## config.mk

```make
export PLATFORM = sky130hd
export DESIGN_NAME = host_irq_unit
export DESIGN_NICKNAME = d
export VERILOG_FILES = /design/src/hdl/lineif_pkg.sv /design/src/hdl/host_serial_port.sv /design/src/hdl/channel_events.sv /design/src/hdl/host_irq_unit.sv
export SDC_FILE = /design/constraint.sdc
export NUM_CORES = 1
export LEC_CHECK = 0
export BUFFER_PORTS_ARGS = -buffer_cell sky130_fd_sc_hd__buf_2
export CORE_MARGIN = 2
export CORE_UTILIZATION = 54
export CTS_CLUSTER_SIZE = 8
export DETAILED_ROUTE_END_ITERATION = 6
export PLACE_DENSITY = 0.76
export SLEW_MARGIN = 25
export SYNTH_ARGS = -nofsm -noshare
export SYNTH_HDL_FRONTEND = slang
export SYNTH_HIERARCHICAL = 1
export SYNTH_SLANG_ARGS = --single-unit
```

## constraint.sdc

```tcl
create_clock -name i_sys_clk -period 3.55 [get_ports i_sys_clk]
set_input_delay 0.355 -clock i_sys_clk [delete_from_list [all_inputs] [get_ports i_sys_clk]]
set_output_delay 0.355 -clock i_sys_clk [all_outputs]
set_load 0.02 [all_outputs]
```

## src/hdl/lineif_pkg.sv

```systemverilog
package lineif_pkg;
  // global register offsets
  localparam logic [5:0] ADDR_REV   = 6'h00;
  localparam logic [5:0] ADDR_SRST  = 6'h01;
  localparam logic [5:0] ADDR_GCFG  = 6'h20;
  localparam logic [5:0] ADDR_CHREQ = 6'h21;
  // channel-local offsets, address bit 5 picks the channel
  localparam int         CH_SEL_BIT   = 5;
  localparam logic [4:0] OFS_LOCAL_LO = 5'h02;
  localparam logic [4:0] OFS_EN_A     = 5'h13;
  localparam logic [4:0] OFS_EN_B     = 5'h14;
  localparam logic [4:0] OFS_EDGE     = 5'h15;
  localparam logic [4:0] OFS_STATE_A  = 5'h16;
  localparam logic [4:0] OFS_LATCH_A  = 5'h18;
  localparam logic [4:0] OFS_LATCH_B  = 5'h19;
  // global_config fields
  localparam int GC_MON_HI = 7;
  localparam int GC_MON_LO = 6;
  localparam int GC_STD    = 4;
  localparam int GC_BCAST  = 3;
  localparam int GC_GDIS   = 2;
  localparam int GC_PIN_HI = 1;
  localparam int GC_PIN_LO = 0;
  localparam logic [7:0] GCFG_RST  = 8'h00;
  localparam logic [7:0] GCFG_MASK = 8'hdf;
  // request pin modes
  localparam logic [1:0] PIN_OD_LOW = 2'b00;
  localparam logic [1:0] PIN_PP_LOW = 2'b01;
  localparam logic [1:0] PIN_PP_HI  = 2'b10;
  // host bus straps
  localparam logic [1:0] BUS_SERIAL = 2'b01;
  localparam logic [1:0] BUS_PAR_A  = 2'b10;
  localparam logic [1:0] BUS_PAR_B  = 2'b11;
  // per-channel reset values
  localparam logic [7:0] EN_RST   = 8'hff;
  localparam logic [7:0] EDGE_RST = 8'h00;
  // arbitrary value
  localparam logic [7:0] REV_CODE = 8'h5a;
  // serial word layout
  localparam logic [4:0] SER_CMD_BITS  = 5'd8;
  localparam logic [4:0] SER_WORD_BITS = 5'd16;
  localparam int         SER_RW_POS    = 6;
  // timing
  localparam int CLK_PERIOD_NS = 100;
  localparam int SRST_TIME_NS  = 1000;
  localparam int SRST_CYCLES   = SRST_TIME_NS / CLK_PERIOD_NS;
  localparam logic [3:0] SRST_HOLD = 4'(SRST_CYCLES - 1);
  localparam int HW_RST_MIN_NS = 100;
  localparam int HW_RST_CYCLES =
    (HW_RST_MIN_NS + CLK_PERIOD_NS - 1) / CLK_PERIOD_NS;
endpackage

```

## src/hdl/host_serial_port.sv

```systemverilog
`timescale 1ns/1ns
`default_nettype none
module host_serial_port
  import lineif_pkg::*;
(
  input  wire logic       i_sys_clk,
  input  wire logic       i_rst,
  input  wire logic       i_clk_en,
  input  wire logic       i_sclk,
  input  wire logic       i_cs_n,
  input  wire logic       i_sdi,
  input  wire logic [7:0] i_rdata,
  output logic            o_rd_req,
  output logic            o_wr_req,
  output logic      [5:0] o_addr,
  output logic      [7:0] o_wdata,
  output logic            o_sdo,
  output logic            o_sdo_oe
);
  typedef struct packed {
    logic        sclk_q;
    logic [4:0]  cnt;
    logic [15:0] bits;
    logic        serial_out_pin;
    logic        sdo_oe;
  } ser_s;

  ser_s s;
  ser_s next_s;
  logic rise;
  logic fall;
  logic rw;

  assign rise     = i_sclk && !s.sclk_q;
  assign fall     = !i_sclk && s.sclk_q;
  assign rw       = s.bits[SER_RW_POS];
  // command byte: address lsb first, then direction bit
  assign o_rd_req = !i_cs_n && rise && rw &&
                    s.cnt == SER_CMD_BITS - 5'd1;
  assign o_wr_req = !i_cs_n && rise && !rw &&
                    s.cnt == SER_WORD_BITS - 5'd1;
  assign o_addr   = s.bits[5:0];
  assign o_wdata  = {i_sdi, s.bits[14:8]};
  assign o_sdo    = s.serial_out_pin;
  assign o_sdo_oe = s.sdo_oe;

  always_comb begin
    next_s = s;
    next_s.sclk_q = i_sclk;
    if (i_cs_n) begin
      next_s.cnt = 5'd0;
      next_s.sdo_oe = 1'b0;
    end else begin
      if (rise && s.cnt < SER_WORD_BITS) begin
        // sample on rising edge
        if (!(rw && s.cnt >= SER_CMD_BITS)) begin
          next_s.bits[s.cnt[3:0]] = i_sdi;
        end
        next_s.cnt = 5'(s.cnt + 5'd1);
      end
      if (o_rd_req) begin
        next_s.bits[15:8] = i_rdata;
      end
      // read data out on falling edge
      if (fall && rw && s.cnt >= SER_CMD_BITS &&
          s.cnt < SER_WORD_BITS) begin
        next_s.serial_out_pin = s.bits[s.cnt[3:0]];
        next_s.sdo_oe = 1'b1;
      end
    end
  end

  always_ff @(posedge i_sys_clk) begin
    if (i_rst) begin
      s <= '0;
    end else if (i_clk_en) begin
      s <= next_s;
    end
  end
endmodule
`default_nettype wire

```

## src/hdl/channel_events.sv

```systemverilog
`timescale 1ns/1ns
`default_nettype none
module channel_events
  import lineif_pkg::*;
(
  input  wire logic       i_sys_clk,
  input  wire logic       i_rst,
  input  wire logic       i_clk_en,
  input  wire logic [7:0] i_line_state,
  input  wire logic [7:0] i_event_pulse,
  input  wire logic       i_wr,
  input  wire logic [4:0] i_off,
  input  wire logic [7:0] i_wdata,
  input  wire logic       i_rd_latch_a,
  input  wire logic       i_rd_latch_b,
  output logic      [7:0] o_latch_a,
  output logic      [7:0] o_latch_b,
  output logic      [7:0] o_en_a,
  output logic      [7:0] o_en_b,
  output logic      [7:0] o_edge,
  output logic      [7:0] o_state,
  output logic            o_pending
);
  typedef struct packed {
    logic [7:0] state;
    logic [7:0] latch_a;
    logic [7:0] latch_b;
    logic [7:0] en_a;
    logic [7:0] en_b;
    logic [7:0] edge_sel;
  } chan_s;

  localparam chan_s CHAN_RST = '{en_a: EN_RST, en_b: EN_RST,
                                 edge_sel: EDGE_RST, default: '0};

  chan_s      s;
  chan_s      next_s;
  logic [7:0] set_a;

  // edge select picks rising (0) or falling (1) transition
  genvar b;
  generate
    for (b = 0; b < 8; b++) begin : g_edge
      assign set_a[b] = s.edge_sel[b] ?
                        (s.state[b] && !i_line_state[b]) :
                        (!s.state[b] && i_line_state[b]);
    end
  endgenerate

  always_comb begin
    next_s = s;
    next_s.state = i_line_state;
    // set wins over clear-on-read
    next_s.latch_a = set_a | (s.latch_a & {8{!i_rd_latch_a}});
    next_s.latch_b = i_event_pulse |
                     (s.latch_b & {8{!i_rd_latch_b}});
    if (i_wr) begin
      unique case (i_off)
        OFS_EN_A: next_s.en_a = i_wdata;
        OFS_EN_B: next_s.en_b = i_wdata;
        OFS_EDGE: next_s.edge_sel = i_wdata;
        default: ;
      endcase
    end
  end

  always_ff @(posedge i_sys_clk) begin
    if (i_rst) begin
      s <= CHAN_RST;
    end else if (i_clk_en) begin
      s <= next_s;
    end
  end

  assign o_latch_a = s.latch_a;
  assign o_latch_b = s.latch_b;
  assign o_en_a    = s.en_a;
  assign o_en_b    = s.en_b;
  assign o_edge    = s.edge_sel;
  assign o_state   = s.state;
  // enable bit 0 lets a latched event request service
  assign o_pending = |(s.latch_a & ~s.en_a) | |(s.latch_b & ~s.en_b);
endmodule
`default_nettype wire

```

## src/hdl/host_irq_unit.sv

```systemverilog
// Notes on behaviour
// - Host select straps 10: parallel bus, strobe plus direction style.
// - Host select straps 11: parallel bus, separate read and write strobes.
// - Host select straps 01: all register access over the serial port.
// - Serial word: command byte of six address bits and direction, then data.
// - Direction 1 drives read data out serially; 0 takes write data in.
// - All events of both channels share one request pin.
// - Pin config 00: open-drain active-low request.
// - Pin config 01 push-pull active low; 10 push-pull active high.
// - Global disable high suppresses the request pin entirely.
// - Each event latches in its own bit, enabled by its own bit.
// - Enable bit 0 passes a latched event; 1 masks it.
// - Edge select picks which status transition sets the latch.
// - Reading an event-latch register clears its bits.
// - Reading a channel latch register clears that channel request bit only if its other latch register holds no enabled event.
// - Request pin drops only when every channel's events are acknowledged.
// - Eight events carry level status, latch, edge select and enable.
// - Eight pulse events carry only latch and enable bits.
// - Any write to the soft reset register resets chip within 1 us.
// - During reset: line drivers off; after it: flops cleared, registers at defaults.
// - Global writes affect both channels; local writes only their channel unless broadcast is on.
// - Second channel local registers sit 0x20 above the first.
// - Broadcast bit copies any local write to the other channel.
// - Global config and channel request field layouts as listed.
`timescale 1ns/1ns
`default_nettype none
module host_irq_unit
  import lineif_pkg::*;
(
  input  wire logic            i_sys_clk,
  input  wire logic            i_rst,
  input  wire logic            i_clk_en,
  input  wire logic [1:0]      i_host_bus_sel,
  input  wire logic            i_pbus_cs_n,
  input  wire logic            i_pbus_strb_n,
  input  wire logic            i_pbus_dir,
  input  wire logic [5:0]      i_pbus_addr,
  input  wire logic [7:0]      i_pbus_wdata,
  output logic      [7:0]      o_pbus_rdata,
  output logic                 o_pbus_rdata_oe,
  input  wire logic            i_serial_clk,
  input  wire logic            i_serial_cs_n,
  input  wire logic            i_serial_in_pin,
  output logic                 o_serial_out_pin,
  output logic                 o_serial_out_oe,
  input  wire logic [1:0][7:0] i_line_state,
  input  wire logic [1:0][7:0] i_event_pulse,
  output logic                 o_irq_pin,
  output logic                 o_irq_oe,
  output logic      [1:0]      o_monitor_select,
  output logic                 o_line_standard_select,
  output logic                 o_line_drivers_hiz
);
  import lineif_pkg::*;

  typedef struct packed {
    logic [1:0] bus_mode;
    logic       strap_done;
    logic [7:0] gcfg;
    logic [3:0] srst_cnt;
    logic       strb_q;
    logic       dir_q;
    logic [7:0] prdata;
    logic       irq_q;
  } main_s;

  localparam main_s MAIN_RST = '{gcfg: GCFG_RST, default: '0};

  main_s           s;
  main_s           next_s;
  logic            soft_rst;
  logic            ch_rst;
  logic            par_a;
  logic            par_b;
  logic            is_a;
  logic            is_b;
  logic            is_ser;
  logic            par_rd;
  logic            par_wr;
  logic            ser_rd;
  logic            ser_wr;
  logic [5:0]      ser_addr;
  logic [7:0]      ser_wdata;
  logic            acc_rd;
  logic            acc_wr;
  logic [5:0]      acc_addr;
  logic [7:0]      acc_wdata;
  logic [4:0]      acc_off;
  logic            acc_ch;
  logic            acc_local;
  logic [7:0]      rd_data;
  logic [1:0]      pend;
  logic [1:0]      wr_ch;
  logic [1:0]      rd_la;
  logic [1:0]      rd_lb;
  logic [1:0][7:0] la;
  logic [1:0][7:0] lb;
  logic [1:0][7:0] ena;
  logic [1:0][7:0] enb;
  logic [1:0][7:0] edg;
  logic [1:0][7:0] st;

  assign soft_rst = s.srst_cnt != 4'h0;
  assign ch_rst   = i_rst || soft_rst;
  assign is_a     = s.bus_mode == BUS_PAR_A;
  assign is_b     = s.bus_mode == BUS_PAR_B;
  assign is_ser   = s.bus_mode == BUS_SERIAL;
  assign par_a    = !i_pbus_cs_n && !i_pbus_strb_n;
  assign par_b    = !i_pbus_cs_n && !i_pbus_dir;
  // style A: one strobe, direction pin says read or write
  // style B: strobe is read, direction pin is write strobe
  assign par_rd = par_a && !s.strb_q && (is_b || (is_a && i_pbus_dir));
  assign par_wr = (is_a && par_a && !s.strb_q && !i_pbus_dir) ||
                  (is_b && par_b && !s.dir_q);

  host_serial_port u_serial (
    .i_sys_clk (i_sys_clk),
    .i_rst     (ch_rst),
    .i_clk_en  (i_clk_en),
    .i_sclk    (i_serial_clk),
    .i_cs_n    (i_serial_cs_n || !is_ser),
    .i_sdi     (i_serial_in_pin),
    .i_rdata   (rd_data),
    .o_rd_req  (ser_rd),
    .o_wr_req  (ser_wr),
    .o_addr    (ser_addr),
    .o_wdata   (ser_wdata),
    .o_sdo     (o_serial_out_pin),
    .o_sdo_oe  (o_serial_out_oe)
  );

  // serial port owns the registers only in serial mode
  assign acc_rd    = par_rd || (is_ser && ser_rd);
  assign acc_wr    = par_wr || (is_ser && ser_wr);
  assign acc_addr  = is_ser ? ser_addr : i_pbus_addr;
  assign acc_wdata = is_ser ? ser_wdata : i_pbus_wdata;
  assign acc_off   = acc_addr[4:0];
  assign acc_ch    = acc_addr[CH_SEL_BIT];
  assign acc_local = acc_off >= OFS_LOCAL_LO;

  genvar c;
  generate
    for (c = 0; c < 2; c++) begin : g_ch
      // local writes reach one channel unless broadcast is on
      assign wr_ch[c] = acc_wr && acc_local &&
                        (acc_ch == 1'(c) || s.gcfg[GC_BCAST]);
      assign rd_la[c] = acc_rd && acc_local && acc_ch == 1'(c) &&
                        acc_off == OFS_LATCH_A;
      assign rd_lb[c] = acc_rd && acc_local && acc_ch == 1'(c) &&
                        acc_off == OFS_LATCH_B;
      channel_events u_events (
        .i_sys_clk     (i_sys_clk),
        .i_rst         (ch_rst),
        .i_clk_en      (i_clk_en),
        .i_line_state  (i_line_state[c]),
        .i_event_pulse (i_event_pulse[c]),
        .i_wr          (wr_ch[c]),
        .i_off         (acc_off),
        .i_wdata       (acc_wdata),
        .i_rd_latch_a  (rd_la[c]),
        .i_rd_latch_b  (rd_lb[c]),
        .o_latch_a     (la[c]),
        .o_latch_b     (lb[c]),
        .o_en_a        (ena[c]),
        .o_en_b        (enb[c]),
        .o_edge        (edg[c]),
        .o_state       (st[c]),
        .o_pending     (pend[c])
      );
    end
  endgenerate

  always_comb begin
    rd_data = 8'h00;
    if (acc_local) begin
      unique case (acc_off)
        OFS_EN_A:    rd_data = ena[acc_ch];
        OFS_EN_B:    rd_data = enb[acc_ch];
        OFS_EDGE:    rd_data = edg[acc_ch];
        OFS_STATE_A: rd_data = st[acc_ch];
        OFS_LATCH_A: rd_data = la[acc_ch];
        OFS_LATCH_B: rd_data = lb[acc_ch];
        default:     rd_data = 8'h00;
      endcase
    end else begin
      unique case (acc_addr)
        ADDR_REV:   rd_data = REV_CODE;
        ADDR_GCFG:  rd_data = s.gcfg;
        // request bit follows pending, so it clears once latch reads leave no enabled event latched
        ADDR_CHREQ: rd_data = {6'h00, pend};
        default:    rd_data = 8'h00;
      endcase
    end
  end

  always_comb begin
    next_s = s;
    next_s.strb_q = par_a;
    next_s.dir_q = par_b;
    // one request for all events of both channels
    next_s.irq_q = (|pend) && !s.gcfg[GC_GDIS];
    if (!s.strap_done) begin
      next_s.bus_mode = i_host_bus_sel;
      next_s.strap_done = 1'b1;
    end
    if (par_rd) begin
      next_s.prdata = rd_data;
    end
    if (acc_wr && acc_addr == ADDR_GCFG) begin
      next_s.gcfg = acc_wdata & GCFG_MASK;
    end
    if (acc_wr && acc_addr == ADDR_SRST) begin
      next_s.srst_cnt = SRST_HOLD;
    end
    if (soft_rst) begin
      next_s = MAIN_RST;
      next_s.srst_cnt = 4'(s.srst_cnt - 4'h1);
    end
  end

  always_ff @(posedge i_sys_clk) begin
    if (i_rst) begin
      s <= MAIN_RST;
    end else if (i_clk_en) begin
      s <= next_s;
    end
  end

  always_comb begin
    unique case (s.gcfg[GC_PIN_HI:GC_PIN_LO])
      PIN_OD_LOW: begin
        o_irq_pin = 1'b0;
        o_irq_oe = s.irq_q;
      end
      PIN_PP_HI: begin
        o_irq_pin = s.irq_q;
        o_irq_oe = 1'b1;
      end
      default: begin
        o_irq_pin = !s.irq_q;
        o_irq_oe = 1'b1;
      end
    endcase
  end

  assign o_pbus_rdata = s.prdata;
  assign o_pbus_rdata_oe = par_a && (is_b || (is_a && i_pbus_dir));
  assign o_monitor_select = s.gcfg[GC_MON_HI:GC_MON_LO];
  assign o_line_standard_select = s.gcfg[GC_STD];
  assign o_line_drivers_hiz = i_rst || soft_rst;
endmodule
`default_nettype wire

```

[After elaboration in Yosys (flattened, before gate mapping)]
Cells that the tools add are included.
Cells by class
  add/sub/neg operators: 2
  magnitude comparators: 6
  equality and inequality tests: 17
  muxes and demuxes: 51
  bitwise operators: 21
  reductions and logical operators: 156
Operators with widths (count)
  $mux W8: 17
  $logic_and A1 B1 Y1: 71
  $and A8 B8 Y8: 8
  $logic_not A1 Y1: 48
  $pmux W8 S6: 1
  $not A8 Y8: 4
  $or A8 B8 Y8: 4
  $reduce_or A8 Y1: 4
  $eq A5 B5 Y1 const B: 6
  $mux W26: 1
  $pmux W8 S3: 1
  $mux W1: 21
  $mux W21: 1
  $reduce_and A3 Y1: 7
  $bwmux W16: 1
  $mux W16: 1
  $eq A6 B6 Y1 const B: 2
  $reduce_and A2 Y1: 6
  $reduce_bool A2 Y1: 6
  $logic_or A1 B1 Y1: 8
  $reduce_and A4 Y1: 2
  $eq A2 B2 Y1 const B: 3
  $eq A6 B1 Y1 const B: 1
  $logic_not A6 Y1: 1
  25 further kinds: 28
Word-level totals
  register bits after elaboration: 146
  input bits: 57
  output and inout bits: 17

[Depth between registers and ports, before layout]
Gate-level depths: netlist of run 1.
  depth in word-level cells: 15
  mapped depth: 16
  depth with buffers taken out: 12

[By module]
Netlist of run 1, hierarchy kept.
Modules (own cells, without submodules)
  channel_events: times used 2, cells each 219, area each 2063.2 µm², sequential area each 960.9 µm²
  host_irq_unit: times used 1, cells each 312, area each 2528.7 µm², sequential area each 500.5 µm²
  host_serial_port: times used 1, cells each 176, area each 1457.6 µm², sequential area each 460.4 µm²

[Worst setup path before layout of run 1]
OpenSTA, ideal clock, no wires.
  path type: register -> register
  start point: reg s[24] (netlist name)
  end point: reg g_ch[1].u_events.s, in the netlist g_ch[1].u_events/o_en_b[0]
  arrival time: 3.294 ns
  required time: 3.429 ns
  path slack: 0.135 ns
  cell stages (with the launch flop): 17
  path buffers: 4
  period minus slack after synthesis: 3.415 ns
  path through: dfxtp_1 > nor2b_4 > buf_6 > buf_6 > buf_2 > nand2b_1 > nor2_1 > and4b_2 > and2b_1 > o21ai_0 > o41a_1 > or2_2 > nor2_1 > nand4b_2 > or4b_1 > buf_4 > mux2i_1
Between the ends
  cells in the longest elaborated chain, start to end: 12
Ends and longest elaborated chain
  from (decl): line host_irq_unit.sv:69  | main_s s;
  from (signal assigned): line host_irq_unit.sv:225  | s <= next_s;
  $eq A2 B1 Y1: line host_irq_unit.sv:107  | assign is_ser = s.bus_mode == BUS_SERIAL;
  $logic_not A1 Y1: line host_irq_unit.sv:121  | .i_cs_n (i_serial_cs_n || !is_ser),
  $logic_or A1 B1 Y1: line host_irq_unit.sv:121
  $logic_not A1 Y1: line host_serial_port.sv:40  | assign o_wr_req = !i_cs_n && rise && !rw &&
  $logic_and A1 B1 Y1 (3 in a row): line host_serial_port.sv:40
  net ser_wr: line host_irq_unit.sv:81  | logic ser_wr;
  $logic_and A1 B1 Y1: line host_irq_unit.sv:134  | assign acc_wr = par_wr || (is_ser && ser_wr);
  $logic_or A1 B1 Y1: line host_irq_unit.sv:134
  $logic_and A1 B1 Y1 (2 in a row): line host_irq_unit.sv:145  | assign wr_ch[c] = acc_wr && acc_local &&
  net wr_ch[1]: line host_irq_unit.sv:93  | logic [1:0] wr_ch;
  $reduce_and A3 Y1 (no source line)
  to (signal assigned): line channel_events.sv:71  | s <= next_s;
  to (decl): line channel_events.sv:36  | chan_s s;
The timed path passes the listed nets, and every way through them passes these cells.
A chain may end at the register's enable or synchronous reset.

[Worst setup path in the final report of run 1]
  start point: reg u_serial/s[19] (netlist name)
  end point: reg g_ch[1].u_events.s, in the netlist g_ch[1].u_events/o_en_b[2]
Between the ends
  cells in the longest elaborated chain, start to end: 7
Ends and longest elaborated chain
  from (decl): line host_serial_port.sv:28  | ser_s s;
  from (signal assigned): line host_serial_port.sv:77  | s <= next_s;
  $eq A5 B4 Y1: line host_serial_port.sv:41  | s.cnt == SER_WORD_BITS - 5'd1;
  $logic_and A1 B1 Y1: line host_serial_port.sv:40
  net ser_wr: line host_irq_unit.sv:81
  $logic_and A1 B1 Y1: line host_irq_unit.sv:134
  $logic_or A1 B1 Y1: line host_irq_unit.sv:134
  $logic_and A1 B1 Y1 (2 in a row): line host_irq_unit.sv:145
  net wr_ch[1]: line host_irq_unit.sv:93
  $reduce_and A3 Y1 (no source line)
The timed path passes the listed nets, and every way through them passes these cells.

==> results of run 1 <==
per-stage QoR:
stage | total power [µW] | setup slack, ps | area, µm² | util, % | instances
final | 3820 | 267 | 8980 | 61.6 | 1162
after global routing | 3950 | 45.4 | 8980 | 61.6 | 1162
after CTS | 3820 | 215 | 8980 | 61.5 | 1162
after detailed placement | 2200 | 282 | 8440 | 57.8 | 1130
after global placement | 2200 | 338 | 8440 | 57.8 | 1130
after floorplan | 2050 | 135 | 8110 | - | 926
cells by family (layout without fill, tap and decap cells):
| logic type | after synthesis | after routing | share of synthesized area, % |
|---|---|---|---|
| fa+ha+maj | 5 | 5 | 0.771 |
| simple gates | 380 | 380 | 25.6 |
| flops | 144 | 144 | 35.5 |
| mux | 137 | 137 | 17.8 |
| buf+inv | 96 | 148 | 6.55 |
| compound gates | 164 | 164 | 13.8 |
layout by cell type (no fill, tap or decap), drive strengths merged, types with 14 or more instances in the layout:
cell | synthesis | layout
o22ai | 14 | 14
nand2 | 45 | 45
mux2i | 123 | 123
a22oi | 30 | 30
dfxtp | 144 | 144
a21oi | 48 | 48
nor2 | 141 | 141
nor3 | 17 | 17
inv | 22 | 25
buf | 45 | 94
nand2b | 43 | 43
clkbuf | 29 | 17
o21ai | 20 | 20
nor2b | 29 | 29
flip-flops by register name, summed over array words and instances, names as in the netlist:
signal / cells
u_serial/o_sdo_oe: 1
g_ch.u_events/o_en_b: 16
g_ch.u_events/o_edge: 16
g_ch.u_events/o_latch_b: 16
g_ch.u_events/o_state: 16
u_serial/rw: 1
u_serial/o_addr: 6
u_serial/s: 7
o_monitor_select: 2
g_ch.u_events/o_en_a: 16
o_line_standard_select: 1
s: 14
u_serial/o_wdata: 7
g_ch.u_events/o_latch_a: 16
u_serial/o_sdo: 1
o_pbus_rdata: 8
power groups by stage:
| stage | combinational, µW | sequential (µW) | clock, µW |
|---|---|---|---|
| 3_5_place_dp | 435 | 1770 | 0 |
| 2_1_floorplan | 319 | 1730 | 0 |
| 4_1_cts | 438 | 1730 | 1650 |
| 5_1_grt | 483 | 1740 | 1720 |
| 3_3_place_gp | 433 | 1770 | 0 |
| 6_report | 446 | 1740 | 1630 |
path summary, 6_finish.rpt:
| path | end | startpoint |
|---|---|---|
| setup / recovery | g_ch[1].u_events/o_en_b[2]$_SDFFE_PP1P_ | u_serial/s[19]$_SDFFE_PP0P_ |
| hold / removal | g_ch[0].u_events/o_latch_b[7]$_SDFFE_PP0P_ | i_event_pulse[7] |
| setup reg to reg | g_ch[1].u_events/o_en_b[2]$_SDFFE_PP1P_ | u_serial/s[19]$_SDFFE_PP0P_ |
| hold reg to reg | u_serial/o_sdo_oe$_SDFFE_PP0P_ | u_serial/o_sdo_oe$_SDFFE_PP0P_ |
layout make-up:
cell class,instances,share of cell area [%]
Inverter,22,0.920
Clock inverter,15,1.27
Timing Repair Buffer,94,5.96
Multi-Input combinational cell,686,52.4
Sequential cell,144,32.1
Tap cell,184,2.56
Clock buffer,17,4.74
routing by layer:
metal / up-vias / GRT usage (%) / routed length, µm
li1: 3401 / - / -
met1: 3300 / 42.5 / 10700
met2: 287 / 41.9 / 10000
met3: 39 / 6.50 / 1950
met4: 0 / 11.7 / 694
met5: - / 0 / 0
Yosys cell counts, types with 5 or more instances:
cell / count
buf_4: 28
nand4b_1: 10
nor3b_1: 10
nand2_1: 45
nor4bb_1: 11
buf_2: 7
o21ai_0: 16
nor4_1: 11
and3b_1: 6
mux2i_1: 122
nor2b_1: 28
nand2b_1: 43
a2111oi_0: 8
a21oi_1: 48
a31oi_1: 8
buf_6: 6
a22oi_1: 29
inv_1: 22
nand4_1: 11
dfxtp_1: 144
a22o_1: 7
and3_1: 5
o22ai_1: 14
ha_1: 5
clkbuf_1: 28
nor2_1: 139
a211oi_1: 5
mux2_2: 9
nand3_1: 13
nor3_1: 14
tightest hold or removal path: stages:
cell and delay [ps]:
buf_2 80, a22oi_1 70, nor2_1 80
timing repair:
item,CTS,global route
hold endpoints to repair,0,0
gates resized for setup,0,1
setup endpoints to repair,0,1
==> results.py, run 1 <==
metrics = {
    "logic_synthesis": {
        "ys_seq_elements": 144,
        "synth_cell_type_count": 71,
        "synthCells": 926,
        "synth_edf_count": 0,
        "syn-cell-area_um2": 8110,
        "ys_warn_count": 6,
        "syn_avg_cell_area_um2": 8.76,
        "dominantRegCellSynth": "dfxtp_1",
        "yosysSeqAreaShare_pct": 35.5,
        "async_reset_ff_share_pct": 0,
        "yosysTopAreaCell": "dfxtp_1",
        "synth_area_leaders": "dfxtp_1, mux2i_1, nor2_1",
        "synthDominantCellAreaShare_pct": 35.5,
        "synth_nets": 988,
    },
    "power_and_ir_drop": {
        "pwr_density_cell_nw_per_um2": 425,
        "vdd_drop_max_v": 0.000608,
        "p_int_uw": 2750,
        "p_clk_share_pct": 42.8,
        "power.leakage_uw": 0.00374,
        "power_switching_uw": 1070,
        "p_sw_share_pct": 28.0,
        "seq_power_share_pct": 45.6,
        "combPwrFrac_pct": 11.7,
    },
    "grt": {
        "antenna_found_initial": 0,
        "grt_pass1_wl_mm": 36.0,
        "grt_max_degree": 73,
        "grt_pass1_vias": 6351,
        "grt-ovfl-total": 0,
        "grt.total_usage_pct": 29.2,
    },
    "clocking": {
        "cts_tree": "built",
        "cts_hold_buf": 0,
        "clkTransAtPathRegs_ps": 70,
        "post-cts-setup-buffers": 0,
        "clkSinkCount": 144,
        "cts-root-buf": "clkbuf_16",
        "cts_max_level": 4,
        "cts_buffers": 17,
        "clkLatencyLatePin_ps": 430,
        "max-clock-path-buffers": 2,
    },
    "drt": {
        "drtIter0Drc": 688,
        "dr.pass1.iters": 5,
        "finalWirelength_mm": 23.4,
        "drt-wirelength-per-cell_um": 20.1,
        "vias": 7027,
        "via_per_inst": 6.05,
        "antenna_left": 0,
        "route.detailed.drc": 0,
    },
    "critical_path": {
        "cp_slowest_cell": "or4b_1",
        "path_depth": 12,
        "path_cells": "ha_1, and3_1, ha_1, and4b_2, and2b_1, o21ai_0, o41a_1, or2_2, nor2_1, nand4b_2, or4b_1, mux2i_1",
        "path_max_fanout": 8,
        "end_kind": "flip-flop",
        "crit_family": "simple AND/OR/NAND/NOR gates",
        "r2r_cells": 12,
        "critPathKind": "reg -> reg",
        "r2r_setup_slack_ps": 270,
        "cp_common_cell": "ha_1",
        "startpoint_type": "flip-flop",
        "critPathBufInv": 0,
        "cp_data_arrival_time_ps": 3580,
        "worst_ep_required_time_ps": 3850,
        "worst_path_largest_cell_delay_ps": 780,
    },
    "placement": {
        "dpl.hpwl_mm": 17.3,
        "gp_congestion": 1.01,
        "portBuffers": 73,
    },
    "floorplanning": {
        "ioPinCount": 74,
        "die_y_um": 127,
        "rows": 44,
        "dieArea_um2": 16000,
        "start_util_pct": 55.6,
        "core-area_um2": 14600,
        "die_x_um": 127,
    },
    "sta": {
        "tightest_slew_ps": 771,
        "worst_hold_slack_ps": 180,
        "rsz0062_at_grt": "false",
        "tns_ps": 0,
        "fmax_mhz": 305,
        "fin_crit_ps": 3280,
        "hold_viol": 0,
        "setup_viol": 0,
        "fin_skew_ps": 8.57,
        "maxSlewViolCount": 0,
        "max_slew_margin_pct": 48.2,
        "post-route-period-util_pct": 92.5,
    },
    "layout": {
        "nets": 1027,
        "seqCellArea_um2": 2880,
        "layout-drive-gt1-share_pct": 16.6,
        "antenna_cells": 0,
        "fillCellCount": 1288,
        "syn2layout_area_growth_pct": 10.7,
        "multi_input_area_um2": 4710,
    },
    "run": {
        "maxCapViolations": 0,
    },
    "status": {
        "outcome": "finished clean",
    },
    "hold_path": {
        "hold_path.class": "in -> reg",
        "hold-path-cell-count": 3,
    },
}
Power figures use the tool's default switching activity.
==> inputs of run 2 (changes only) <==
CORE_UTILIZATION = 50   (was 54)
PLACE_DENSITY = 0.72   (was 0.76)
==> results.py, run 2 (same netlist as run 1, synthesis figures left out) <==
metrics = {
    "floorplanning": {
        "core-area_um2": 15900,
        "rows": 46,
        "die_x_um": 131,
        "die_y_um": 131,
        "ioPinCount": 74,
        "start_util_pct": 51.1,
        "dieArea_um2": 17300,
    },
    "critical_path": {
        "path_cells": "ha_1, and3_1, ha_1, and4b_2, and2b_1, o21ai_0, o41a_1, or2_2, nor2_1, nand4b_2, or4b_1, mux2i_1",
        "worst_path_largest_cell_delay_ps": 810,
        "critPathKind": "reg -> reg",
        "r2r-start": "u_serial/s[19]$_SDFFE_PP0P_",
        "r2r-end": "g_ch[0].u_events/o_en_b[5]$_SDFFE_PP1P_",
        "end_kind": "flip-flop",
        "cp_data_arrival_time_ps": 3610,
        "path_max_fanout": 8,
        "startpoint_type": "flip-flop",
        "startpoint": "u_serial/s[19]$_SDFFE_PP0P_",
        "cp_common_cell": "ha_1",
        "r2r_setup_slack_ps": 250,
        "worst_ep_required_time_ps": 3860,
        "r2r_cells": 12,
        "cp_slowest_cell": "or4b_1",
    },
    "clocking": {
        "cts_buffers": 17,
        "cts_tree": "built",
        "cts_hold_buf": 0,
        "post-cts-setup-buffers": 0,
        "cts_max_level": 4,
        "clkLatencyLatePin_ps": 440,
        "cts-root-buf": "clkbuf_16",
        "max-clock-path-buffers": 2,
        "clkTransAtPathRegs_ps": 60,
        "clkSinkCount": 144,
    },
    "power_and_ir_drop": {
        "vdd_drop_max_v": 0.000336,
        "power.leakage_uw": 0.00378,
        "pwr_density_cell_nw_per_um2": 436,
    },
    "placement": {
        "gp_congestion": 1.03,
        "portBuffers": 73,
        "dpl.hpwl_mm": 17.8,
    },
    "drt": {
        "via_per_inst": 5.96,
        "finalWirelength_mm": 24.3,
        "route.detailed.drc": 0,
        "drt-wirelength-per-cell_um": 20.3,
        "drtIter0Drc": 786,
        "dr.pass1.iters": 5,
        "vias": 7132,
        "antenna_left": 0,
    },
    "layout": {
        "nets": 1029,
        "final_common_cell": "dfxtp_1",
        "antenna_cells": 0,
        "fillCellCount": 1488,
        "syn2layout_area_growth_pct": 12.0,
        "layout_common_cells": "dfxtp_1, nor2_1, mux2i_1",
        "utilization_pct": 57.2,
        "layout-drive-gt1-share_pct": 16.7,
    },
    "status": {
        "outcome": "finished clean",
    },
    "run": {
        "maxCapViolations": 0,
    },
    "sta": {
        "max_slew_margin_pct": 42.4,
        "fin_crit_ps": 3300,
        "fmax_mhz": 303,
        "rsz0062_at_grt": "false",
        "maxSlewViolCount": 0,
        "tightest_slew_ps": 856,
        "tns_ps": 0,
        "hold_viol": 0,
        "post-route-period-util_pct": 92.9,
        "fin_skew_ps": 5.67,
        "setup_viol": 0,
    },
    "grt": {
        "grt_pass1_wl_mm": 37.4,
        "grt_max_degree": 139,
        "grt_pass1_vias": 6372,
        "grt.total_usage_pct": 28.0,
        "antenna_found_initial": 0,
        "grt-ovfl-total": 0,
    },
    "hold_path": {
        "worstHoldEndpoint": "g_ch[0].u_events/o_latch_b[2]$_SDFFE_PP0P_",
        "hold-path-cell-count": 3,
        "hold_path.class": "in -> reg",
        "worstHoldStart": "i_event_pulse[2]",
    },
}
run 2: cell types whose count changed in the layout (fill, tap and decap cells not counted):
cell	previous run	this run
clkinv_2	4	2
inv_6	3	5
bufinv_16	0	1
clkinv_4	6	3
clkinvlp_4	2	1
inv_8	0	3
buf_4	20	21
buf_12	1	2
run 2: where the power goes:
part | switching [µW] | internal, µW | total (µW)
logic | 270 | 188 | 457
registers | 67.8 | 1670 | 1740
clock network | 778 | 987 | 1770
total | 1120 | 2840 | 3960
run 2: what timing repair did:
action                     CTS  global route
setup endpoints to repair    0             1
hold endpoints to repair     0             0
resized for setup            0             1
run 2: area by class of cell:
class                           instances  area, µm²  area share [%]
Clock buffer                           17        425            4.68
Inverter                               22       82.6           0.909
Clock inverter                         15        151            1.67
Sequential cell                       144       2880            31.7
Tap cell                              216        270            2.97
Timing Repair Buffer                   96        563            6.20
Multi-Input combinational cell        686       4710            51.8
run 2: how the worst max path moves through the flow:
stage | depth (start not counted) | end | slack, ps
2_1_floorplan | 16 | g_ch[1].u_events/o_en_b[0]$_SDFFE_PP1P_ | 130
3_3_place_gp | 12 | g_ch[0].u_events/o_en_b[2]$_SDFFE_PP1P_ | 300
3_5_place_dp | 12 | g_ch[1].u_events/o_en_b[7]$_SDFFE_PP1P_ | 250
4_1_cts | 12 | g_ch[1].u_events/o_en_b[5]$_SDFFE_PP1P_ | 170
5_1_grt | 12 | g_ch[0].u_events/o_en_b[6]$_SDFFE_PP1P_ | 60
6_report | 12 | g_ch[0].u_events/o_en_b[5]$_SDFFE_PP1P_ | 250
run 2: per-stage QoR:
stage | area, µm² | power (µW) | std cells | setup WS (ps) | hold WS, ps
global placement | 8500 | 2210 | 1164 | 297 | 433
global route | 9080 | 4080 | 1196 | 63.5 | 183
detailed placement | 8500 | 2220 | 1164 | 249 | 436
finish | 9080 | 3960 | 1196 | 251 | 169
floorplan | 8110 | 2050 | 926 | 135 | 426
CTS | 9080 | 3970 | 1196 | 169 | 159
run 2: worst max-delay path, delay by kind of cell (launching register included):
family          cells  cell delay, ps
compound gates      2             210
simple gates        7            1930
flops               1             480
mux                 1             200
fa+ha+maj           2             350
run 2: routing by layer:
layer / up-vias / part of all wire [%] / track usage [%]
met5: - / 0 / 0
met4: 0 / 2.2 / 9.24
met3: 31 / 7.6 / 5.63
met2: 265 / 44 / 41.8
met1: 3427 / 46 / 40.4
li1: 3409 / - / -
==> inputs of run 3 (changes only) <==
MAX_ROUTING_LAYER = met4   (was not set)
==> results.py, run 3 (same netlist as run 1, synthesis figures left out) <==
metrics = {
    "sta": {
        "final.setup.worst_slack_ps": 207,
        "fmax_mhz": 299,
        "rsz0062_at_grt": "false",
        "fin_crit_ps": 3340,
        "tightest_slew_ps": 854,
        "fin_skew_ps": 7.92,
        "hold_viol": 0,
        "maxSlewViolCount": 0,
        "post-route-period-util_pct": 94.2,
        "max_slew_margin_pct": 42.5,
        "tns_ps": 0,
        "setup_viol": 0,
    },
    "floorplanning": {
        "die_x_um": 131,
        "core-area_um2": 15900,
        "die_y_um": 131,
        "rows": 46,
        "dieArea_um2": 17300,
        "start_util_pct": 51.1,
        "ioPinCount": 74,
    },
    "layout": {
        "antenna_cells": 0,
        "layout-drive-gt1-share_pct": 16.7,
        "seqCellArea_um2": 2880,
        "fin_area_um2": 9070,
        "syn2layout_area_growth_pct": 11.8,
        "fillCellCount": 1489,
        "final_common_cell": "dfxtp_1",
        "nets": 1029,
        "layout_common_cells": "dfxtp_1, nor2_1, mux2i_1",
        "multi_input_area_um2": 4710,
    },
    "power_and_ir_drop": {
        "power.total_uw": 3900,
        "vdd_drop_max_v": 0.000363,
        "pwr_density_cell_nw_per_um2": 430,
        "power.leakage_uw": 0.00377,
    },
    "placement": {
        "portBuffers": 73,
        "place_ws_ps": 232,
        "post_dp_cell_area_um2": 8500,
        "dpl.hpwl_mm": 18.1,
        "gp_congestion": 0.954,
    },
    "clocking": {
        "cts_buffers": 17,
        "cts-root-buf": "clkbuf_16",
        "max-clock-path-buffers": 2,
        "cts_max_level": 4,
        "clkLatencyLatePin_ps": 430,
        "clkSinkCount": 144,
        "clkTransAtPathRegs_ps": 60,
        "cts_tree": "built",
    },
    "grt": {
        "grt-ovfl-total": 0,
        "grt_pass1_wl_mm": 37.4,
        "grt_max_degree": 73,
        "antenna_found_initial": 0,
        "grt.total_usage_pct": 29.0,
        "grt_pass1_vias": 6362,
    },
    "critical_path": {
        "critPathKind": "reg -> reg",
        "r2r_setup_slack_ps": 210,
        "path_max_fanout": 8,
        "worst_ep_required_time_ps": 3850,
        "end_kind": "flip-flop",
        "cp_data_arrival_time_ps": 3640,
        "startpoint_type": "flip-flop",
    },
    "hold_path": {
        "hold_path.class": "in -> reg",
    },
    "drt": {
        "via_per_inst": 5.98,
        "dr.pass1.iters": 5,
        "antenna_left": 0,
        "route.detailed.drc": 0,
        "drt-wirelength-per-cell_um": 20.4,
        "vias": 7158,
        "finalWirelength_mm": 24.3,
        "drtIter0Drc": 812,
    },
    "status": {
        "outcome": "finished clean",
    },
    "run": {
        "maxCapViolations": 0,
    },
}
==> run 3: layout make-up <==
| type | instances | area share, % |
|---|---|---|
| Inverter | 22 | 0.911 |
| Tap cell | 216 | 2.98 |
| Clock inverter | 15 | 1.49 |
| Sequential cell | 144 | 31.8 |
| Clock buffer | 17 | 4.69 |
| Timing Repair Buffer | 96 | 6.21 |
| Multi-Input combinational cell | 686 | 51.9 |
==> run 3: metrics by stage <==
| step | util, % | hold slack [ps] | instances |
|---|---|---|---|
| after floorplan | - | 426 | 926 |
| after global placement | 53.5 | 433 | 1164 |
| after detailed placement | 53.5 | 442 | 1164 |
| after CTS | 57.1 | 163 | 1196 |
| after global routing | 57.1 | 180 | 1196 |
| final | 57.1 | 174 | 1196 |
==> run 3: critical path: stages, from the launching register on <==
cell and delay (ps):
dfxtp_1 490, ha_1 230, and3_1 160, ha_1 130, and4b_2 270, and2b_1 120
o21ai_0 80, o41a_1 140, or2_2 300, nor2_1 120, nand4b_2 160, or4b_1 810
mux2i_1 200
==> run 3: report_power, final <==
part	internal (µW)	leakage (µW)	total (µW)	switching (µW)
combinational	187	0.00232	452	266
sequential	1670	0.00117	1740	70.6
clock	969	0.000274	1710	742
total	2820	0.00377	3900	1080
==> run 3: repair_timing <==
item                                    CTS  global route
endpoints found under the setup margin    0             3
buffers inserted                          0             0
hold buffers                              0             0
resized for setup                         0             1
==> run 3: layer usage <==
layer  wire, µm  global-route usage, %  up-vias
li1           -                      -     3402
met4        646                   10.6        0
met3       1730                   5.56       38
met1      11300                   40.9     3443
met5          0                      -        -
met2      10700                   41.5      275
==> run 3: path summary, 6_finish.rpt <==
check                               startpoint                                         end  cells past startpoint
setup / recovery   u_serial/s[19]$_SDFFE_PP0P_     g_ch[0].u_events/o_en_b[4]$_SDFFE_PP1P_                     12
hold reg to reg   o_pbus_rdata[6]$_SDFFE_PP0P_                o_pbus_rdata[6]$_SDFFE_PP0P_                      2
hold / removal                i_event_pulse[3]  g_ch[0].u_events/o_latch_b[3]$_SDFFE_PP0P_                      3
setup reg to reg   u_serial/s[19]$_SDFFE_PP0P_     g_ch[0].u_events/o_en_b[4]$_SDFFE_PP1P_                     12
